### config.mk
export PLATFORM = sky130hd
export DESIGN_NAME = acs_common_regs
export DESIGN_NICKNAME = d
export VERILOG_FILES = /design/src/acs_pkg.sv /design/src/acs_common_regs.sv
export VERILOG_INCLUDE_DIRS = /design/src
export SDC_FILE = /design/constraint.sdc
export NUM_CORES = 1
export LEC_CHECK = 0
export BUFFER_PORTS_ARGS = -buffer_cell sky130_fd_sc_hd__buf_2
export CAP_MARGIN = 15
export CORE_MARGIN = 2
export CORE_UTILIZATION = 51
export DETAILED_ROUTE_END_ITERATION = 10
export PLACE_DENSITY_LB_ADDON = 0.1
export SLEW_MARGIN = 20
export SYNTH_ARGS = -nofsm -noshare
export SYNTH_HDL_FRONTEND = slang
export SYNTH_SLANG_ARGS = --single-unit
### constraint.sdc
create_clock -name core_clk -period 5.45 [get_ports core_clk]
set_input_delay 1.09 -clock core_clk [delete_from_list [all_inputs] [get_ports core_clk]]
set_output_delay 1.09 -clock core_clk [all_outputs]
set_load 0.05 [all_outputs]
### src/acs_params.svh
// Purpose: Constants of the common status and control register bank
// Assumes: APB with 32-bit data, core_clk at 40 MHz
// Notes  : Offsets are byte addresses
//
// Summary of operation
// - Platform class code is an 8-bit enum, valid while logic is idle.
// - Indicators read before start carry valid defaults from load onward.
// - Design version is two bytes: major first, minor second.
// - Init flag reads 1 once logic and adapter are ready, else 0.
// - Adapter power-up and init sequence completes before init flag rises.
// - 32-bit indicator holds identification read from the inserted adapter.
// - Match flag is set only when detected identity equals expected identity.
// - Reference clock frequency in hertz reads as unsigned 32 bits.
// - 8-bit quality status reports conditioning errors degrading data.
// - Die temperature reads as a signed 16-bit value.
// - Profile code: 0 wave host, 1 image host, 2 wave gpu, 3 image gpu.
// - Profile 0 enables all data-acquisition resources; others optional.
// - Profile 1 enables all image resources including serial link.
// - Writable run bit starts all acquisition together; clearing stops it.
// - Writable bit selects simulated acquisition data.
`ifndef ACS_PARAMS_SVH
`define ACS_PARAMS_SVH

// Register byte offsets
`define ACS_OFS_PLATFORM    12'h000
`define ACS_OFS_VERSION     12'h004
`define ACS_OFS_STATUS      12'h008
`define ACS_OFS_IDENT       12'h00c
`define ACS_OFS_REFCLK      12'h010
`define ACS_OFS_QUALITY     12'h014
`define ACS_OFS_TEMP        12'h018
`define ACS_OFS_PROFILE     12'h01c
`define ACS_OFS_CONTROL     12'h020
`define ACS_OFS_IRQ_STAT    12'h024
`define ACS_OFS_IRQ_MASK    12'h028

// Field positions
`define ACS_BIT_INIT        0
`define ACS_BIT_MATCH       1
`define ACS_BIT_RUN         0
`define ACS_BIT_SIM         1
`define ACS_EV_INIT         0
`define ACS_EV_QUAL         1
`define ACS_EV_MISMATCH     2
`define ACS_EV_W            3

// Reset values
`define ACS_RST_CONTROL     2'h0
`define ACS_RST_MASK        3'h0

// Timing
`define ACS_CLK_HZ          40000000
`define ACS_PWRUP_US        100
`define ACS_PWRUP_CYC       ((`ACS_PWRUP_US * (`ACS_CLK_HZ / 1000000)))
`define ACS_PROBE_CYC       16'h0004

`endif

### src/acs_pkg.sv
// Purpose: Types of the common status and control register bank
// Assumes: Constants come from acs_params.svh
// Notes  : Types only
package acs_pkg;

    // Platform class codes
    typedef enum logic [7:0] {
        ACS_PLAT_CARD    = 8'h00,
        ACS_PLAT_CHASSIS = 8'h01,
        ACS_PLAT_BOARD   = 8'h02
    } acs_platform_t;

    // Application profiles
    typedef enum logic [7:0] {
        ACS_PROF_WAVE_HOST  = 8'h00,
        ACS_PROF_IMAGE_HOST = 8'h01,
        ACS_PROF_WAVE_GPU   = 8'h02,
        ACS_PROF_IMAGE_GPU  = 8'h03
    } acs_profile_t;

    // Adapter bring-up states
    typedef enum logic [1:0] {
        ACS_ST_PWRUP = 2'b00,
        ACS_ST_PROBE = 2'b01,
        ACS_ST_READY = 2'b10,
        ACS_ST_DONE  = 2'b11
    } acs_state_t;

    // Design version pair
    typedef struct packed {
        logic [7:0] major;
        logic [7:0] minor;
    } acs_version_t;

    // Run, simulation select and resource enables towards the acquisition logic
    typedef struct packed {
        logic run;
        logic sim;
        logic daq_en;
        logic image_en;
        logic serial_en;
    } acs_ctrl_t;

endpackage

### src/acs_common_regs.sv
// Purpose: Common identification, status and control register bank
// Assumes: APB slave, one clock, synchronous active-high reset
// Notes  : Adapter pins are synchronised before use
`timescale 1ns/1ps
`default_nettype none
`include "acs_params.svh"

module acs_common_regs #(
    parameter logic [7:0]  PLATFORM  = 8'h00,
    parameter logic [7:0]  VER_MAJOR = 8'h01,
    parameter logic [7:0]  VER_MINOR = 8'h00,
    // Arbitrary value, replace with the expected adapter identity
    parameter logic [31:0] EXPECTED_ADAPTER_IDENT = 32'h0000_a5a5,
    parameter logic [31:0] REF_CLK_HZ = 32'h0262_5a00,
    parameter logic [7:0]  PROFILE   = 8'h00,
    parameter int          PWRUP_CYC = `ACS_PWRUP_CYC
) (
    input  wire logic          core_clk,
    input  wire logic          rst,
    input  wire logic          psel,
    input  wire logic          penable,
    input  wire logic          pwrite,
    input  wire logic [11:0]   paddr,
    input  wire logic [31:0]   pwdata,
    output logic [31:0]        prdata,
    output logic               pready,
    output logic               pslverr,
    input  wire logic [31:0]   adapter_ident_pin,
    input  wire logic          adapter_ready_pin,
    input  wire logic [7:0]    quality_pin,
    input  wire logic [15:0]   temp_pin,
    output logic               adapter_pwr_en,
    output acs_pkg::acs_ctrl_t ctrl,
    output logic [15:0]        sim_sample,
    output logic               irq
);

    // ************************************************************
    // Input synchronisers
    // ************************************************************
    logic [31:0] ident_s1;
    logic [31:0] ident_s2;
    logic        rdy_s1;
    logic        rdy_s2;
    logic [7:0]  qual_s1;
    logic [7:0]  qual_s2;
    logic [15:0] temp_s1;
    logic [15:0] temp_s2;

    // Two stages on every pin; first stage feeds only the second
    // Multi-bit pins are taken as quasi-static: identity is fixed, levels move slowly
    always_ff @(posedge core_clk)
    begin
        if (rst)
        begin
            ident_s1 <= 32'h0000_0000;
            ident_s2 <= 32'h0000_0000;
            rdy_s1   <= 1'b0;
            rdy_s2   <= 1'b0;
            qual_s1  <= 8'h00;
            qual_s2  <= 8'h00;
            temp_s1  <= 16'h0000;
            temp_s2  <= 16'h0000;
        end
        else
        begin
            ident_s1 <= adapter_ident_pin;
            ident_s2 <= ident_s1;
            rdy_s1   <= adapter_ready_pin;
            rdy_s2   <= rdy_s1;
            qual_s1  <= quality_pin;
            qual_s2  <= qual_s1;
            temp_s1  <= temp_pin;
            temp_s2  <= temp_s1;
        end
    end

    // ************************************************************
    // Adapter bring-up sequence
    // ************************************************************
    acs_pkg::acs_state_t state;
    logic [31:0] wait_cnt;
    logic [31:0] adapter_ident_word;
    logic        init_complete_flag;
    logic        adapter_match_flag;

    // Power, settle, read identity, wait for ready
    always_ff @(posedge core_clk)
    begin
        if (rst)
        begin
            state    <= acs_pkg::ACS_ST_PWRUP;
            wait_cnt <= 32'h0000_0000;
        end
        else
        begin
            unique case (state)
                acs_pkg::ACS_ST_PWRUP:
                begin
                    // Hold off probing until supply has settled
                    if (wait_cnt >= 32'(PWRUP_CYC - 1))
                    begin
                        state    <= acs_pkg::ACS_ST_PROBE;
                        wait_cnt <= 32'h0000_0000;
                    end
                    else
                        wait_cnt <= wait_cnt + 32'h0000_0001;
                end
                acs_pkg::ACS_ST_PROBE:
                begin
                    if (wait_cnt[15:0] == `ACS_PROBE_CYC)
                        state <= acs_pkg::ACS_ST_READY;
                    else
                        wait_cnt <= wait_cnt + 32'h0000_0001;
                end
                acs_pkg::ACS_ST_READY:
                begin
                    if (rdy_s2)
                        state <= acs_pkg::ACS_ST_DONE;
                end
                acs_pkg::ACS_ST_DONE:
                begin
                    state <= acs_pkg::ACS_ST_DONE;
                end
            endcase
        end
    end

    // Adapter is powered at all times, reset included; the power-up wait counts from reset release
    assign adapter_pwr_en     = 1'b1;
    assign init_complete_flag = (state == acs_pkg::ACS_ST_DONE);

    // Identity captured once the probe window closes
    always_ff @(posedge core_clk)
    begin
        if (rst)
            adapter_ident_word <= 32'h0000_0000;
        else if (state == acs_pkg::ACS_ST_PROBE && wait_cnt[15:0] == `ACS_PROBE_CYC)
            adapter_ident_word <= ident_s2;
    end

    // Match only after a real identity has been read
    assign adapter_match_flag = (state == acs_pkg::ACS_ST_READY || init_complete_flag)
                                && (adapter_ident_word == EXPECTED_ADAPTER_IDENT);

    // ************************************************************
    // Quality and temperature
    // ************************************************************
    logic [7:0]  acq_quality_status;
    logic [15:0] die_temperature;

    always_ff @(posedge core_clk)
    begin
        if (rst)
        begin
            acq_quality_status <= 8'h00;
            die_temperature    <= 16'h0000;
        end
        else
        begin
            acq_quality_status <= qual_s2;
            die_temperature    <= temp_s2;
        end
    end

    // ************************************************************
    // Control register
    // ************************************************************
    logic acquisition_run_control;
    logic simulation_select;
    logic wr_en;
    logic rd_en;

    // Reset image of the control word; each bit is picked out by its field position
    localparam logic [1:0] RST_CTRL = `ACS_RST_CONTROL;

    assign wr_en = psel && penable && pwrite;
    assign rd_en = psel && penable && !pwrite;

    // Both bits start cleared so nothing runs before software asks
    always_ff @(posedge core_clk)
    begin
        if (rst)
        begin
            acquisition_run_control <= RST_CTRL[`ACS_BIT_RUN];
            simulation_select       <= RST_CTRL[`ACS_BIT_SIM];
        end
        else if (wr_en && paddr == `ACS_OFS_CONTROL)
        begin
            acquisition_run_control <= pwdata[`ACS_BIT_RUN];
            simulation_select       <= pwdata[`ACS_BIT_SIM];
        end
    end

    // Resource enables follow profile; one run bit drives all of them
    always_comb
    begin
        ctrl           = '0;
        ctrl.run       = acquisition_run_control;
        ctrl.sim       = simulation_select;
        ctrl.daq_en    = (PROFILE == acs_pkg::ACS_PROF_WAVE_HOST);
        ctrl.image_en  = (PROFILE == acs_pkg::ACS_PROF_IMAGE_HOST);
        ctrl.serial_en = (PROFILE == acs_pkg::ACS_PROF_IMAGE_HOST);
    end

    // ************************************************************
    // Simulated data
    // ************************************************************
    // Ramp stands in for adapter samples while run and simulation are both set
    always_ff @(posedge core_clk)
    begin
        if (rst)
            sim_sample <= 16'h0000;
        else if (acquisition_run_control && simulation_select)
            sim_sample <= sim_sample + 16'h0001;
        else
            sim_sample <= 16'h0000;
    end

    // ************************************************************
    // Interrupts
    // ************************************************************
    logic [`ACS_EV_W-1:0] irq_stat;
    logic [`ACS_EV_W-1:0] irq_mask;
    logic [`ACS_EV_W-1:0] ev;
    logic                 init_d;
    logic [7:0]           qual_d;
    logic                 stat_rd;

    // Event edges: init rise, quality change, mismatch seen
    always_ff @(posedge core_clk)
    begin
        if (rst)
        begin
            init_d <= 1'b0;
            qual_d <= 8'h00;
        end
        else
        begin
            init_d <= init_complete_flag;
            qual_d <= acq_quality_status;
        end
    end

    // Quality event fires on any level change, so a restless input can keep it set
    assign ev[`ACS_EV_INIT]     = init_complete_flag && !init_d;
    assign ev[`ACS_EV_QUAL]     = acq_quality_status != qual_d;
    assign ev[`ACS_EV_MISMATCH] = ev[`ACS_EV_INIT] && !adapter_match_flag;
    assign stat_rd              = rd_en && paddr == `ACS_OFS_IRQ_STAT;

    // Read clears only the bits handed out in this transfer's setup cycle, so an
    // event landing between setup and access is kept; a same-cycle event wins too
    always_ff @(posedge core_clk)
    begin
        if (rst)
            irq_stat <= '0;
        else if (stat_rd)
            irq_stat <= (irq_stat & ~prdata[`ACS_EV_W-1:0]) | ev;
        else
            irq_stat <= irq_stat | ev;
    end

    always_ff @(posedge core_clk)
    begin
        if (rst)
            irq_mask <= `ACS_RST_MASK;
        else if (wr_en && paddr == `ACS_OFS_IRQ_MASK)
            irq_mask <= pwdata[`ACS_EV_W-1:0];
    end

    assign irq = |(irq_stat & irq_mask);

    // ************************************************************
    // APB read path
    // ************************************************************
    logic [31:0] next_prdata;
    logic        hit;

    // Constants are valid from reset, before the bring-up finishes
    always_comb
    begin
        next_prdata = 32'h0000_0000;
        hit         = 1'b1;
        unique case (paddr)
            `ACS_OFS_PLATFORM: next_prdata = {24'h0, PLATFORM};
            `ACS_OFS_VERSION:  next_prdata = {16'h0, VER_MAJOR, VER_MINOR};
            `ACS_OFS_STATUS:   next_prdata = {30'h0, adapter_match_flag,
                                              init_complete_flag};
            `ACS_OFS_IDENT:    next_prdata = adapter_ident_word;
            `ACS_OFS_REFCLK:   next_prdata = REF_CLK_HZ;
            `ACS_OFS_QUALITY:  next_prdata = {24'h0, acq_quality_status};
            `ACS_OFS_TEMP:     next_prdata = {16'h0, die_temperature};
            `ACS_OFS_PROFILE:  next_prdata = {24'h0, PROFILE};
            `ACS_OFS_CONTROL:  next_prdata = {30'h0, simulation_select,
                                              acquisition_run_control};
            `ACS_OFS_IRQ_STAT: next_prdata = {29'h0, irq_stat};
            `ACS_OFS_IRQ_MASK: next_prdata = {29'h0, irq_mask};
            default:           hit = 1'b0;
        endcase
    end

    // Zero wait states; data registered in the setup cycle
    // Loading in setup keeps prdata a flip-flop; it holds until the next read setup
    always_ff @(posedge core_clk)
    begin
        if (rst)
            prdata <= 32'h0000_0000;
        else if (psel && !penable && !pwrite)
            prdata <= next_prdata;
    end

    // Every register answers at once, so the access phase never stretches
    assign pready  = 1'b1;
    assign pslverr = psel && penable && !hit;
endmodule
`default_nettype wire

==> metrics.txt, run 1 <==
synthesized area=9479 um2; leak pwr=4.455 nW; placed cell count=1275; Rows=49; final setup vio count=0; hold slack final=0.4326 ns; area growth from synthesis to layout=18.36%; Vias/cell=5.189; Seq/Total Area, Yosys=56.81%; Die W=140.3 um; status=completed; EDFF count, synth=0; top achievable clock speed=0.2771 GHz; cts bufs inserted=27; pwr/cell area=372.6 nW/um2; final worst setup slack=1.841 ns; WP data arrival=2.52 ns; # fillers=1542; vias in the first global route=6302; Chip Height=140.3 um; Sink Count=269; post-detail-place hpwl=13020 um; CORE AREA=18090 um2; DRC Markers=0; Post-CTS Setup Inserts=0; setup TNS=0 ns; clk_lat worst skew=0.54 ns; FFs w/ async S/R, synth=0%; share of layout cells above drive strength 1=18.52%; final std cells w/o fill=1325; MaxCap Viol Count=0; htree depth=1; Final Hold Fails=0; total gr overflow=0; startpoint types=primary input; first-pass GRT wire length=31810 um; initial DRC count=501; hold_buf cts=0; Worst Skew=0.01016 ns; Antenna Cells=0; TritonCTS clock tree=built; Critical Path RT=4.36 ns; initial antenna violation count=0; final WL=19740 um; Synth cell types=57; Synth Flop Type=dfxtp_1; fin. max-slew vios=0; fin crit share=66.22%; Synth top area share=56.81%; Starting Density=52.41%; CP endpoint kind=output pin; NumNets Final=1184; VDD IR max=0.0002241 V; Yosys reg bits=269; Yosys warning count=0; cell taking the most area after synthesis=dfxtp_1; Bufs on Longest Clock Path=3; post-CTS sizing=0; post-placement cell area=10220 um2; post-route ant nets=0; worst-path maximum fanout=4; leading cell type by number of instances after synthesis=dfxtp_1; RSZ-0062 raised after global routing=no; port bufs=128; die area=19690 um2; GRT Util Overall=19.59%; clk root buf=clkbuf_16; Vias=6875; Setup WS pre-CTS=1.797 ns; min-delay worst type=register to register; largest net degree at the start of global routing=90; GP Congestion=0.8309; Slew headroom=33.37%; synth cell count leaders=dfxtp_1, nor2b_1, nor2_1; syn avg cell area=9.833 um2; Synth area leaders=dfxtp_1, nor2b_1, xor2_1, nor2_1, nand2_1; Final Cell Area=11220 um2; # IOs=163; Slew @ Worst Pin=0.9994 ns; Gate Count Post-Synth=964; Tmin final=3.609 ns; clk slew on worst S/H paths=0.06 ns; drt pass-1 iters=5; CP Class=primary input to output pin; wire per inst=14.90 um
-- per-stage QoR --
step	power (W)	utilization, %
2_1_floorplan	0.002157	-
3_3_place_gp	0.002201	56.49
3_5_place_dp	0.002204	56.49
4_1_cts	0.004222	62.00
5_1_grt	0.004320	62.03
6_report	0.004181	62.03
-- final cells by class --
class | instances | area, um2 | share of cell area [%]
repair buffers | 134 | 691.9 | 6.167
well taps | 229 | 286.5 | 2.554
inverters | 13 | 48.80 | 0.4349
clock inverters | 17 | 259.0 | 2.308
clock buffers | 33 | 738.2 | 6.580
flip-flops and latches | 269 | 5385 | 48.00
multi-input cells | 630 | 3810 | 33.96
-- routing by layer --
layer  vias to the layer above  wire length [um]  GRT usage, %
met2                       203              8786         31.32
met3                        37              1120         3.179
met4                         0               489         5.582
met5                         -                 0             0
met1                      3148              9339         27.55
li1                       3487                 -             -
-- power by group --
part | switching, W | leakage (nW) | internal [W]
Sequential | 0.0000150 | 2.19 | 0.00201
Combinational | 0.0000753 | 1.77 | 0.0000556
Clock | 0.000767 | 0.490 | 0.00125
-- cells in the final DEF, fill, tap and decap left out, types with 7 or more instances in the layout --
cell type  netlist  final
a21oi_1         46     46
a22oi_1         24     24
and3_1           7      7
buf_2            8    127
clkbuf_16        0     27
clkinv_2         0      7
dfxtp_1        269    269
inv_1           13     13
nand2_1         70     70
nand3_1         24     24
nand4_1         19     19
nor2_1          79     79
nor2b_1        149    149
nor4_1          15     15
o21ai_0         44     44
o21ai_1         10     10
xnor2_1          8      8
xor2_1          43     43
-- sequential cells by signal, summed over array words and instances (netlist names), 8 cells and up --
signal and cells:
die_temperature 16, acq_quality_status 8, sim_sample 16, temp_s2 16, wait_cnt 32, qual_s1 8, temp_s1 16, prdata 32
adapter_ident_word 32, ident_s2 32, qual_d 8, ident_s1 32, qual_s2 8
-- critical path, cell delays in order --
cell     delay (ns)
buf_2          0.11
or4_1          0.59
nor2_1         0.34
a21oi_1        0.15
buf_2          0.24
-- final timing paths --
kind / cells after the start / endpoint / from / slack (ns)
setup / recovery: 5 / pslverr / paddr[9] / 1.84
hold / removal: 2 / adapter_ident_word[20] / ident_s2[20] / 0.43
setup reg to reg: 6 / prdata[1] / state[1] / 2.84
hold reg to reg: 2 / adapter_ident_word[20] / ident_s2[20] / 0.43
-- kinds of logic (layout without fill, tap and decap cells) --
logic type                 Yosys count  after routing  synth area share [%]
and+or+nand+nor                    413            413                 24.23
buffers and inverters               68            197                 3.234
adders and majority gates            3              3                0.3960
muxes                                5              5                0.5280
xor gates and xnor gates            51             51                 4.712
AOI/OAI and AO/OA                  153            153                 10.01
other                                2              5               0.07923
DFF                                269            269                 56.81
Note: power is estimated with default switching activity, not from simulation.
==> inputs of run 2 (changes only) <==
--- a/config.mk
+++ b/config.mk
@@ -9,7 +9,7 @@
 export BUFFER_PORTS_ARGS = -buffer_cell sky130_fd_sc_hd__buf_2
 export CAP_MARGIN = 15
 export CORE_MARGIN = 2
-export CORE_UTILIZATION = 51
+export CORE_UTILIZATION = 50
 export DETAILED_ROUTE_END_ITERATION = 10
 export PLACE_DENSITY_LB_ADDON = 0.1
 export SLEW_MARGIN = 20
==> constraint.sdc (replaced) <==
create_clock -name core_clk -period 2.9 [get_ports core_clk]
set_input_delay 0.58 -clock core_clk [delete_from_list [all_inputs] [get_ports core_clk]]
set_output_delay 0.58 -clock core_clk [all_outputs]
set_load 0.05 [all_outputs]
==> run 2 against run 1 <==
Compared with the run above:
- sequential cell count is the same
- final cell count is essentially flat
- non-clock buffer count grew 5
- sequential power grew 88%
- count of clock-buffer cells in the layout grew 4
- critical endpoint unchanged
- largest power group unchanged
- highest routed layer unchanged
==> metrics.txt, run 2 (same netlist as run 1, synthesis figures left out) <==
Worst Skew=0.01025 ns (+0.00009630 ns); commonest non-fill, non-tap cell in the layout=dfxtp_1; vias in the first global route=6116 (-3.0%); WP data arrival=1.91 ns (-0.61 ns); pwr/cell area=654.9 nW/um2 (+76%); initial antenna violation count=0 (unchanged); leak pwr=4.386 nW (-1.5%); Post-CTS Setup Inserts=0 (unchanged); GP Congestion=0.8062 (-3.0%); largest net degree at the start of global routing=201 (+120%); Sink Count=269 (unchanged); Slew headroom=38.22% (+4.8 points); GRT Util Overall=18.77% (-0.82 points); RSZ-0062 raised after global routing=no; fin crit share=85.88%; drt pass-1 iters=6 (+1); TritonCTS clock tree=built; hold_buf cts=0 (unchanged); Starting Density=50.85% (-1.6 points); initial DRC count=389 (-22%); most frequent cells in the layout=dfxtp_1, nor2b_1, buf_2; Slew @ Worst Pin=0.9267 ns (-0.07268 ns); wire per inst=14.61 um (-1.9%); post-route ant nets=0 (unchanged); post-CTS sizing=0 (unchanged); Rows=50 (+2.0%); final WL=19380 um (-1.8%); # IOs=163 (unchanged); final setup vio count=0 (unchanged); min-delay worst type=primary input to register; MaxCap Viol Count=0 (unchanged); CORE AREA=18640 um2 (+3.1%); first-pass GRT wire length=31020 um (-2.5%); cts bufs inserted=27 (unchanged); CP Class=primary input to output pin; CP peak stage delay=0.59 ns (about the same); Vias/cell=5.054 (-2.6%); Core Util, Final=59.50% (-2.5 points); DRC Markers=0 (unchanged); Final Hold Fails=0 (unchanged); Chip Height=141.7 um (+0.97%); clk slew on worst S/H paths=0.06 ns (about the same); CP endpoint kind=output pin; Critical Path RT=2.32 ns (-2.04 ns); area growth from synthesis to layout=17.01%; hold slack final=0.2502 ns (-0.1824 ns); startpoint types=primary input; reg2reg setup slack=0.74 ns (-2.10 ns); Hold Path End=temp_s1[10]; port bufs=128 (unchanged); Vias=6702 (-2.5%); top achievable clock speed=0.4015 GHz; r2r endpoint=prdata[1]; Cell Chain, Critical Path=buf_2 -> or4_1 -> nor2_1 -> a21oi_1 -> buf_2; WHS Path Cells=2 (unchanged); die area=20080 um2 (+1.9%); fin. max-slew vios=0 (unchanged); post-detail-place hpwl=13050 um (+0.17%); worst-path maximum fanout=4 (unchanged); Tmin final=2.490 ns; worst r2r path cells=5 (-1); total gr overflow=0 (unchanged); setup TNS=0 ns (unchanged); Final Cell Area=11090 um2 (-1.1%); # fillers=1672 (+8.4%); Top cell by count, worst path=buf_2; post-placement cell area=10270 um2 (+0.55%); htree depth=1 (unchanged); Die W=141.7 um (+0.97%); worst reg2reg startpoint=state[1]; VDD IR max=0.0004037 V (+80%); Bufs on Longest Clock Path=3 (unchanged); clk root buf=clkbuf_16; Crit-path slowest cell=or4_1; NumNets Final=1189 (+0.42%); clk_lat worst skew=0.54 ns (about the same); Antenna Cells=0 (unchanged); share of layout cells above drive strength 1=18.04% (-0.48 points); status=completed; origin of the worst min-delay path=temp_pin[10]
==> run 2: changes by cell type in the layout (fill, tap and decap cells not counted), sizes merged <==
cell      before  now
bufinv         6    0
clkinvlp       2    0
buf          134  139
clkbuf        33   37
clkinv         8    3
==> run 2: area by class of cell <==
| class | count | area (um2) | share of cell area (%) |
|---|---|---|---|
| flip-flops and latches | 269 | 5385 | 48.55 |
| inverters | 13 | 48.80 | 0.4399 |
| clock inverters | 4 | 46.29 | 0.4174 |
| repair buffers | 139 | 742.0 | 6.689 |
| multi-input cells | 630 | 3804 | 34.29 |
| clock buffers | 37 | 773.2 | 6.971 |
| well taps | 234 | 292.8 | 2.640 |
==> run 2: worst max path at each step <==
stage	end	cells after the start	slack (ns)	from
2_1_floorplan	pslverr	4	0.43	paddr[3]
3_3_place_gp	pslverr	5	0.42	paddr[9]
3_5_place_dp	pslverr	5	0.42	paddr[9]
4_1_cts	pslverr	5	0.42	paddr[9]
5_1_grt	pslverr	5	0.35	paddr[9]
6_report	pslverr	5	0.41	paddr[9]
==> run 2: power breakdown <==
group	total (W)	switching, W	leakage, nW	internal (W)
combinational	0.000245	0.000138	1.79	0.000107
clock	0.00320	0.00135	0.405	0.00185
sequential	0.00381	0.0000287	2.19	0.00379
total	0.00726	0.00152	4.39	0.00574
==> run 2: stage by stage <==
step / std cells / setup WS, ns / total power, W
after CTS: 1326 / 0.4155 / 0.007348
final: 1326 / 0.4096 / 0.007264
after global placement: 1285 / 0.4246 / 0.004139
after floorplan: 967 / 0.4283 / 0.004053
after detailed placement: 1285 / 0.4207 / 0.004143
after global routing: 1326 / 0.3537 / 0.007532
==> run 2: layer usage <==
layer | share of wire (%) | global-route usage, % | up-vias | wire, um
met2 | 45 | 29.92 | 157 | 8783
met4 | 1.4 | 4.842 | 0 | 276
met1 | 48 | 26.56 | 3050 | 9395
li1 | - | - | 3474 | -
met5 | 0 | 0 | - | 0
met3 | 4.8 | 3.240 | 21 | 922
==> run 2: worst max-delay path, delay by kind of cell <==
| kind | cells | cell delay, ns |
|---|---|---|
| AOI/OAI and AO/OA | 1 | 0.11 |
| buffers and inverters | 2 | 0.34 |
| and+or+nand+nor | 2 | 0.88 |
